## src/core/supply_trip_pkg.sv

```systemverilog
package supply_trip_pkg;

  // register indices on the byte-wide special-function port
  localparam logic [2:0] ADDR_DETECTOR_CONTROL = 3'h0;
  localparam logic [2:0] ADDR_PERIPHERAL_FLAGS_TWO = 3'h1;
  localparam logic [2:0] ADDR_PERIPHERAL_ENABLE_TWO = 3'h2;
  localparam logic [2:0] ADDR_PERIPHERAL_PRIORITY_TWO = 3'h3;
  localparam logic [2:0] ADDR_CORE_INTERRUPT_CONTROL = 3'h4;
  localparam logic [2:0] ADDR_PORT_A_DIRECTION = 3'h5;

  // detector_control fields
  localparam int DIRECTION_SELECT_BIT = 7;
  localparam int BANDGAP_STABLE_BIT = 6;
  localparam int REFERENCE_STABLE_BIT = 5;
  localparam int DETECTOR_ENABLE_BIT = 4;
  localparam int TRIP_LEVEL_MSB = 3;
  localparam int TRIP_LEVEL_LSB = 0;
  localparam int TRIP_LEVEL_WIDTH = 4;

  // interrupt register fields
  localparam int TRIP_FLAG_BIT = 2;
  localparam int TRIP_INTERRUPT_ENABLE_BIT = 2;
  localparam int TRIP_INTERRUPT_PRIORITY_BIT = 2;
  localparam int GLOBAL_INTERRUPT_ENABLE_BIT = 7;

  localparam logic [3:0] TRIP_LEVEL_EXTERNAL = 4'hF;

  // reset values
  localparam logic [7:0] DETECTOR_CONTROL_RESET = 8'h05;
  localparam logic [7:0] PERIPHERAL_FLAGS_TWO_RESET = 8'h00;
  localparam logic [7:0] PERIPHERAL_ENABLE_TWO_RESET = 8'h00;
  localparam logic [7:0] PERIPHERAL_PRIORITY_TWO_RESET = 8'h00;
  localparam logic [7:0] CORE_INTERRUPT_CONTROL_RESET = 8'h00;
  localparam logic [7:0] PORT_A_DIRECTION_RESET = 8'h00;

  // reference settling, counted on the fixed-time tick, not the system clock
  localparam int REFERENCE_SETTLE_TIME_NS = 20000;
  localparam int SETTLE_TICK_PERIOD_NS = 1000;
  localparam int SETTLE_TICK_COUNT =
    (REFERENCE_SETTLE_TIME_NS + SETTLE_TICK_PERIOD_NS - 1) / SETTLE_TICK_PERIOD_NS;

endpackage

```

## src/core/settle_if.sv

```systemverilog
`timescale 1ns/1ps
interface settle_if;
  logic ref_on;
  logic tick;
  logic stable;
  modport timer (input ref_on, input tick, output stable);
  modport user (output ref_on, output tick, input stable);
endinterface

```

## src/core/supply_trip_detector.sv

```systemverilog
`timescale 1ns/1ps
module supply_trip_detector
  import supply_trip_pkg::*;
#(
  parameter int SETTLE_TICKS = SETTLE_TICK_COUNT
) (
  input wire logic clock,
  input wire logic reset,
  input wire logic [2:0] reg_addr,
  input wire logic [7:0] reg_wdata,
  input wire logic reg_write,
  input wire logic reg_read,
  output logic [7:0] reg_rdata,
  input wire logic comparator_above,
  input wire logic settle_tick_pin,
  input wire logic brownout_enable,
  input wire logic sleep_mode,
  output logic detector_power,
  output logic reference_enable,
  output logic [3:0] trip_level_select,
  output logic external_trip_input_select,
  output logic trip_interrupt_request,
  output logic trip_interrupt_priority,
  output logic wake_request,
  output logic wake_to_vector,
  output logic [7:0] port_a_direction
);

  settle_if settle ();

  ref_settle_timer #(
    .SETTLE_TICKS(SETTLE_TICKS)
  ) u_settle (
    .clock(clock),
    .reset(reset),
    .link(settle.timer)
  );

  logic direction_select_reg;
  logic detector_enable_reg;
  logic [3:0] trip_level_reg;
  logic [7:0] flags_reg;
  logic [7:0] flags_next;
  logic [7:0] enable_two_reg;
  logic [7:0] priority_two_reg;
  logic [7:0] core_intc_reg;
  logic [7:0] port_a_dir_reg;
  logic [7:0] rdata_reg;
  logic [7:0] read_value;
  logic cmp_meta_reg;
  logic cmp_sync_reg;
  logic tick_meta_reg;
  logic tick_sync_reg;
  logic tick_last_reg;
  logic wake_reg;
  logic vector_reg;
  logic trip_seen;
  logic trip_set;
  logic wr_control;
  logic wr_flags;
  logic reference_stable;

  assign wr_control = reg_write && (reg_addr == ADDR_DETECTOR_CONTROL);
  assign wr_flags = reg_write && (reg_addr == ADDR_PERIPHERAL_FLAGS_TWO);

  // async comparator output, first stage read only by the second
  always_ff @(posedge clock) begin
    if (reset) begin
      cmp_meta_reg <= 1'b0;
      cmp_sync_reg <= 1'b0;
    end else begin
      cmp_meta_reg <= comparator_above;
      cmp_sync_reg <= cmp_meta_reg;
    end
  end

  // fixed-time tick from its own oscillator, turned into one-cycle pulses
  always_ff @(posedge clock) begin
    if (reset) begin
      tick_meta_reg <= 1'b0;
      tick_sync_reg <= 1'b0;
      tick_last_reg <= 1'b0;
    end else begin
      tick_meta_reg <= settle_tick_pin;
      tick_sync_reg <= tick_meta_reg;
      tick_last_reg <= tick_sync_reg;
    end
  end

  // reference shared with brown-out reset
  assign settle.ref_on = detector_enable_reg || brownout_enable;
  assign settle.tick = tick_sync_reg && !tick_last_reg;
  assign reference_stable = settle.stable && detector_enable_reg;

  // control register
  always_ff @(posedge clock) begin
    if (reset) begin
      direction_select_reg <= DETECTOR_CONTROL_RESET[DIRECTION_SELECT_BIT];
      detector_enable_reg <= DETECTOR_CONTROL_RESET[DETECTOR_ENABLE_BIT];
      trip_level_reg <= DETECTOR_CONTROL_RESET[TRIP_LEVEL_MSB:TRIP_LEVEL_LSB];
    end else if (wr_control) begin
      direction_select_reg <= reg_wdata[DIRECTION_SELECT_BIT];
      detector_enable_reg <= reg_wdata[DETECTOR_ENABLE_BIT];
      trip_level_reg <= reg_wdata[TRIP_LEVEL_MSB:TRIP_LEVEL_LSB];
    end
  end

  // trip qualification: powered, settled, and in the chosen direction
  always_comb begin
    trip_seen = direction_select_reg ? cmp_sync_reg : !cmp_sync_reg;
    trip_set = detector_enable_reg && settle.stable && trip_seen;
  end

  // peripheral flag register, hardware set wins over a write of zero
  always_comb begin
    flags_next = wr_flags ? reg_wdata : flags_reg;
    if (trip_set) begin
      flags_next[TRIP_FLAG_BIT] = 1'b1;
    end
  end

  always_ff @(posedge clock) begin
    if (reset) begin
      flags_reg <= PERIPHERAL_FLAGS_TWO_RESET;
    end else begin
      flags_reg <= flags_next;
    end
  end

  // interrupt enables, priority, global control and port A direction, plain storage
  always_ff @(posedge clock) begin
    if (reset) begin
      enable_two_reg <= PERIPHERAL_ENABLE_TWO_RESET;
      priority_two_reg <= PERIPHERAL_PRIORITY_TWO_RESET;
      core_intc_reg <= CORE_INTERRUPT_CONTROL_RESET;
      port_a_dir_reg <= PORT_A_DIRECTION_RESET;
    end else if (reg_write) begin
      unique case (reg_addr)
        ADDR_PERIPHERAL_ENABLE_TWO: enable_two_reg <= reg_wdata;
        ADDR_PERIPHERAL_PRIORITY_TWO: priority_two_reg <= reg_wdata;
        ADDR_CORE_INTERRUPT_CONTROL: core_intc_reg <= reg_wdata;
        ADDR_PORT_A_DIRECTION: port_a_dir_reg <= reg_wdata;
        default: ;
      endcase
    end
  end

  // logic keeps running in sleep; a trip there raises wake_request a cycle later, held while the trip lasts
  always_ff @(posedge clock) begin
    if (reset) begin
      wake_reg <= 1'b0;
      vector_reg <= 1'b0;
    end else begin
      wake_reg <= sleep_mode && trip_set;
      vector_reg <= sleep_mode && trip_set
        && core_intc_reg[GLOBAL_INTERRUPT_ENABLE_BIT];
    end
  end

  // read path, data only in the cycle after the strobe
  always_comb begin
    unique case (reg_addr)
      ADDR_DETECTOR_CONTROL: read_value = {direction_select_reg, settle.stable,
        reference_stable, detector_enable_reg, trip_level_reg};
      ADDR_PERIPHERAL_FLAGS_TWO: read_value = flags_reg;
      ADDR_PERIPHERAL_ENABLE_TWO: read_value = enable_two_reg;
      ADDR_PERIPHERAL_PRIORITY_TWO: read_value = priority_two_reg;
      ADDR_CORE_INTERRUPT_CONTROL: read_value = core_intc_reg;
      ADDR_PORT_A_DIRECTION: read_value = port_a_dir_reg;
      default: read_value = 8'h00;
    endcase
  end

  always_ff @(posedge clock) begin
    if (reset) begin
      rdata_reg <= 8'h00;
    end else begin
      rdata_reg <= reg_read ? read_value : 8'h00;
    end
  end

  assign reg_rdata = rdata_reg;
  assign detector_power = detector_enable_reg;
  assign reference_enable = settle.ref_on;
  assign trip_level_select = trip_level_reg;
  assign external_trip_input_select = (trip_level_reg == TRIP_LEVEL_EXTERNAL);
  assign trip_interrupt_request = flags_reg[TRIP_FLAG_BIT]
    && enable_two_reg[TRIP_INTERRUPT_ENABLE_BIT]
    && core_intc_reg[GLOBAL_INTERRUPT_ENABLE_BIT];
  assign trip_interrupt_priority = priority_two_reg[TRIP_INTERRUPT_PRIORITY_BIT];
  assign wake_request = wake_reg;
  assign wake_to_vector = vector_reg;
  assign port_a_direction = port_a_dir_reg;

  a_trip_sets_flag:
  assert property (@(posedge clock) disable iff (reset)
    detector_enable_reg && settle.stable && direction_select_reg && cmp_sync_reg
    |=> flags_reg[TRIP_FLAG_BIT])
  else $error("rising trip did not set flag");

  a_level_written:
  assert property (@(posedge clock) disable iff (reset)
    wr_control |=> trip_level_select == $past(reg_wdata[3:0]))
  else $error("trip level not taken from write");

  a_external_select:
  assert property (@(posedge clock) disable iff (reset)
    wr_control && reg_wdata[3:0] == 4'hF |=> external_trip_input_select)
  else $error("external input not selected");

  a_falling_detect:
  assert property (@(posedge clock) disable iff (reset)
    detector_enable_reg && settle.stable && !direction_select_reg && !cmp_sync_reg
    |=> flags_reg[TRIP_FLAG_BIT])
  else $error("falling trip did not set flag");

  a_no_flag_unstable:
  assert property (@(posedge clock) disable iff (reset)
    !settle.stable && !flags_reg[TRIP_FLAG_BIT] && !wr_flags
    |=> !flags_reg[TRIP_FLAG_BIT])
  else $error("flag set before reference stable");

  a_disabled_quiet:
  assert property (@(posedge clock) disable iff (reset)
    wr_control && !reg_wdata[4] ##1 !flags_reg[TRIP_FLAG_BIT] && !reg_write
    |=> !detector_power && !flags_reg[TRIP_FLAG_BIT])
  else $error("disabled detector powered or tripped");

  a_sync_two_stage:
  assert property (@(posedge clock) disable iff (reset)
    ##2 1'b1 |-> cmp_sync_reg == $past(comparator_above, 2))
  else $error("comparator not delayed by two flops");

  a_set_beats_clear:
  assert property (@(posedge clock) disable iff (reset)
    trip_set && wr_flags && !reg_wdata[2] |=> flags_reg[TRIP_FLAG_BIT])
  else $error("clear beat simultaneous trip");

  a_flag_sticky:
  assert property (@(posedge clock) disable iff (reset)
    flags_reg[TRIP_FLAG_BIT] && !wr_flags |=> flags_reg[TRIP_FLAG_BIT])
  else $error("trip flag dropped without a write");

  a_sleep_wake:
  assert property (@(posedge clock) disable iff (reset)
    sleep_mode && trip_set |=> wake_request && flags_reg[TRIP_FLAG_BIT])
  else $error("sleep trip did not wake");

  a_vector_gated:
  assert property (@(posedge clock) disable iff (reset)
    wake_request |-> wake_to_vector == $past(core_intc_reg[7]))
  else $error("vector not gated by global enable");

  a_reset_control:
  assert property (@(posedge clock)
    reset |=> !detector_power && trip_level_select == 4'h5 && reg_rdata == 8'h00)
  else $error("control register not at reset state");

  a_no_wake_unstable:
  assert property (@(posedge clock) disable iff (reset)
    !settle.stable |=> !wake_request && !wake_to_vector)
  else $error("wake or vector before reference stable");

  a_off_no_trip:
  assert property (@(posedge clock) disable iff (reset)
    !detector_enable_reg && !flags_reg[TRIP_FLAG_BIT] && !wr_flags
    |=> !flags_reg[TRIP_FLAG_BIT])
  else $error("disabled detector set the flag");

  a_divider_select:
  assert property (@(posedge clock) disable iff (reset)
    wr_control && reg_wdata[3:0] != TRIP_LEVEL_EXTERNAL |=> !external_trip_input_select)
  else $error("external input selected for a divider level");

  a_enable_bit:
  assert property (@(posedge clock) disable iff (reset)
    wr_control |=> detector_power == $past(reg_wdata[DETECTOR_ENABLE_BIT]))
  else $error("detector enable not taken from bit four");

  a_stable_readback:
  assert property (@(posedge clock) disable iff (reset)
    reg_read && reg_addr == ADDR_DETECTOR_CONTROL
    |=> reg_rdata[REFERENCE_STABLE_BIT] == ($past(settle.stable) && $past(detector_enable_reg)))
  else $error("reference stable bit reads wrong");

  a_shared_ref_hold:
  assert property (@(posedge clock) disable iff (reset)
    settle.ref_on && settle.stable |=> settle.stable)
  else $error("settling restarted while reference in use");

  a_reset_flags:
  assert property (@(posedge clock)
    reset |=> flags_reg == PERIPHERAL_FLAGS_TWO_RESET && !wake_request)
  else $error("flags or wake not cleared by reset");

endmodule // supply_trip_detector

```

## src/core/ref_settle_timer.sv

```systemverilog
`timescale 1ns/1ps
module ref_settle_timer
  import supply_trip_pkg::*;
#(
  parameter int SETTLE_TICKS = SETTLE_TICK_COUNT
) (
  input wire logic clock,
  input wire logic reset,
  settle_if.timer link
);

  localparam int CW = $clog2(SETTLE_TICKS + 1);

  generate
    if (SETTLE_TICKS < 1) begin : g_bad_ticks
      $error("settle tick count must be at least one");
    end
  endgenerate

  logic [CW-1:0] count_reg;
  logic stable_reg;

  // restarts only once every user has let the reference go
  always_ff @(posedge clock) begin
    if (reset || !link.ref_on) begin
      count_reg <= '0;
      stable_reg <= 1'b0;
    end else if (!stable_reg && link.tick) begin
      count_reg <= count_reg + 1'b1;
      if (count_reg == CW'(SETTLE_TICKS - 1)) begin
        stable_reg <= 1'b1;
      end
    end
  end

  assign link.stable = stable_reg;

  a_settle_after_ticks:
  assert property (@(posedge clock) disable iff (reset)
    $rose(stable_reg) |-> count_reg == CW'(SETTLE_TICKS))
  else $error("reference stable before full settle count");

  a_settle_restart:
  assert property (@(posedge clock) disable iff (reset)
    !link.ref_on |=> !stable_reg && count_reg == '0)
  else $error("settle state kept while reference off");

endmodule // ref_settle_timer

```

## config.mk

```make
export PLATFORM = sky130hd
export DESIGN_NAME = supply_trip_detector
export DESIGN_NICKNAME = d
export VERILOG_FILES = /design/src/core/supply_trip_pkg.sv /design/src/core/settle_if.sv /design/src/core/supply_trip_detector.sv /design/src/core/ref_settle_timer.sv
export SDC_FILE = /design/constraint.sdc
export NUM_CORES = 1
export LEC_CHECK = 0
export ABC_AREA = 1
export BUFFER_PORTS_ARGS = -buffer_cell sky130_fd_sc_hd__buf_2
export CELL_PAD_IN_SITES_DETAIL_PLACEMENT = 1
export CELL_PAD_IN_SITES_GLOBAL_PLACEMENT = 2
export CORE_MARGIN = 2
export CORE_UTILIZATION = 32
export CTS_CLUSTER_SIZE = 16
export DETAILED_ROUTE_END_ITERATION = 6
export PLACE_DENSITY_LB_ADDON = 0.1
export SYNTH_ARGS = -nofsm -noshare
export SYNTH_HDL_FRONTEND = slang
export SYNTH_HIERARCHICAL = 1
export SYNTH_SLANG_ARGS = --single-unit
```

## constraint.sdc

```tcl
create_clock -name clock -period 1.4 [get_ports clock]
set_clock_uncertainty 0.15 [all_clocks]
set_input_delay 0.14 -clock clock [delete_from_list [all_inputs] [get_ports clock]]
set_output_delay 0.14 -clock clock [all_outputs]
set_load 0.02 [all_outputs]
```

==> flow_metrics.env <==
export IMPL_status="finished clean"
export IMPL_whs_path_depth=3
export IMPL_fmax_ghz=0.746
export IMPL_clockBufferDepth=2
export IMPL_fin_util=0.411
export IMPL_hold_viol=0
export IMPL_initial_core_util=0.327
export IMPL_finalMaxSlewViolations=0
export IMPL_cts_buffers=9
export IMPL_diodes=0
export IMPL_grt_usage=0.206
export IMPL_synth_cells=399
export IMPL_gp_congestion=0.752
export IMPL_vias=2887
export IMPL_vdd_ir_drop_max_mv=0.374
export IMPL_timing_setup_tns_ps=0
export IMPL_grt_pass1_vias=2913
export IMPL_fin_crit_sh=0.958
export IMPL_grt_max_degree=36
export IMPL_cts_root_buf="clkbuf_8"
export IMPL_area_growth_pct=25.6
export IMPL_reg2reg_depth=7
export IMPL_tightest_slew_ps=315
export IMPL_path_clk_slew_ps=70
export IMPL_p_leak_nw=1.63
export IMPL_synth_area_um2=3000
export IMPL_critPathArrivalTime_ps=1050
export IMPL_drive_above_1_share=0.225
export IMPL_hold_path_endpoint="reg_rdata[4]$_SDFF_PP0_"
export IMPL_wl_per_cell_um=16.3
export IMPL_synthesis_nets=419
export IMPL_yosysWarnings=6
export IMPL_dieArea_um2=10200
export IMPL_io_pins=46
export IMPL_io_buffers=45
export IMPL_worst_slack_ps=59.3
export IMPL_numClockSinks=67
export IMPL_finalSetupViolations=0
export IMPL_end_kind="output pin"
export IMPL_p_per_area_nw_per_um2=1020
export IMPL_min_path_type="in -> reg"
export IMPL_dp_slack_ps=-37.0
export IMPL_min_period_ps=1340
export IMPL_cp_max_fo=2
export IMPL_drc=0
export IMPL_die_y_um=101
export IMPL_fp_dieW_um=101
export IMPL_dr_first_iter_drc_count=73
export IMPL_vias_per_cell=4.95
export IMPL_holdWs_ps=52.3
export IMPL_rows=35
export IMPL_dp_hpwl_um=6840
export IMPL_fin_nets=488
export IMPL_postRouteAntennaNets=0
export IMPL_rrSetupSlack_ps=120
export IMPL_final_cell_mix="66 x nor2_1, 64 x nand2_1, 60 x dfxtp_1"
export IMPL_final_common_cell="nor2_1"
export IMPL_timing_rr_start="detector_power$_SDFFE_PP0P_"
export IMPL_avgSynthCellArea_um2=7.51
export IMPL_ys_types=26
export IMPL_synth_seq_cells=67
export IMPL_gr_total_overflow=0
export IMPL_maxCapViolCount=0
export IMPL_critPathKind="reg -> out"
export IMPL_worstSetupStartpointType="flop"
export IMPL_cts_htree_levels=3
export IMPL_coreArea_um2=9150
export IMPL_drt_pass1_iter_count=4
export IMPL_clk_latency_ps=350
export IMPL_antenna_found_initial=0
export IMPL_grt_pass1_wl_um=15600
export IMPL_hold_path_startpoint="reg_read"
export IMPL_yosysSeqAreaShare=0.448
export IMPL_relSlewSlack=0.790
export IMPL_totalWireLength_um=9530
export IMPL_cp_required_ps=1110
export IMPL_cts_tree="yes"
export IMPL_finalPower_mw=3.84
export IMPL_r2r_end="reg_rdata[5]$_SDFF_PP0_"
export IMPL_rsz0062_at_grt="true"
[how the worst max path moves through the flow]
stage,startpoint,end,slack [ps],cells after the start
CTS,trip_level_select[0]$_SDFFE_PP1P_,external_trip_input_select,4,3
detailed placement,reg_addr[1],priority_two_reg[7]$_SDFFE_PP0P_,-40,6
finish,detector_power$_SDFFE_PP0P_,reference_enable,60,2
floorplan,detector_power$_SDFFE_PP0P_,u_settle/count_reg[2]$_SDFFE_PP0P_,110,5
global placement,reg_addr[1],port_a_direction[4]$_SDFFE_PP0P_,-10,7
global route,core_intc_reg[7]$_SDFFE_PP0P_,trip_interrupt_request,-10,3
[Yosys cell counts]
| cell type | instances | area, µm² |
|---|---|---|
| a21oi_1 | 33 | 165 |
| buf_2 | 4 | 20.0 |
| buf_4 | 4 | 30.0 |
| buf_6 | 5 | 56.3 |
| clkbuf_1 | 4 | 15.0 |
| clkinv_2 | 1 | 5.00 |
| dfxtp_1 | 67 | 1340 |
| ha_1 | 1 | 12.5 |
| inv_1 | 37 | 139 |
| inv_2 | 4 | 15.0 |
| inv_6 | 1 | 8.76 |
| nand2_1 | 65 | 244 |
| nand3_1 | 30 | 150 |
| nand3_2 | 1 | 10.0 |
| nand3_4 | 5 | 87.6 |
| nand3b_1 | 1 | 7.51 |
| nand4_1 | 22 | 138 |
| nor2_1 | 69 | 259 |
| nor2_2 | 1 | 6.26 |
| nor2_4 | 2 | 22.5 |
| nor2_8 | 3 | 60.1 |
| nor3_1 | 1 | 5.00 |
| nor4_1 | 1 | 6.26 |
| o211ai_1 | 2 | 15.0 |
| o21ai_0 | 34 | 170 |
| or2_2 | 1 | 6.26 |
[stage by stage]
stage | area [µm²] | instances
6_report | 3760 | 583
5_1_grt | 3760 | 583
4_1_cts | 3730 | 583
3_5_place_dp | 3430 | 555
3_3_place_gp | 3430 | 555
2_1_floorplan | 3000 | 399
[critical path, stage by stage, from the launching register on]
cell and delay, ps:
dfxtp_4 350, or2_4 230, buf_6 130
[repair_timing]
action                                  CTS  global route
buffers inserted                          1             0
resized for setup                         9            12
endpoints found under the hold margin    18             0
pin swaps                                 0             2
endpoints found under the setup margin    2             8
hold buffers                             12             0
[report_power, final]
| group | leakage, nW | switching [mW] | internal [mW] |
|---|---|---|---|
| combinational | 0.996 | 0.281 | 0.168 |
| clock | 0.0860 | 0.729 | 0.674 |
| sequential | 0.547 | 0.0319 | 1.95 |
[layout make-up]
| cell class | instances | area, µm² |
|---|---|---|
| fillers | 1174 | 5390 |
| clock inverters | 3 | 15.0 |
| multi-input cells | 272 | 1380 |
| inverters | 43 | 168 |
| flip-flops and latches | 67 | 1360 |
| well taps | 111 | 139 |
| clock buffers | 12 | 145 |
| repair buffers | 75 | 558 |
[routing by layer]
layer  vias up  share of wire  track usage
met5         -              0            0
met4         0          0.022       0.0727
met3        15          0.026       0.0430
met2        44           0.46        0.324
met1      1374           0.49        0.281
li1       1454              -            -
[logic make-up after synthesis]
logic type / synth area share
AO/OA/AOI/OAI: 0.117
flip-flops: 0.448
buffers and inverters: 0.0965
adder cells (fa/ha/maj): 0.00418
AND/OR/NAND/NOR: 0.335
No activity file was read; power rests on OpenSTA's default activity.
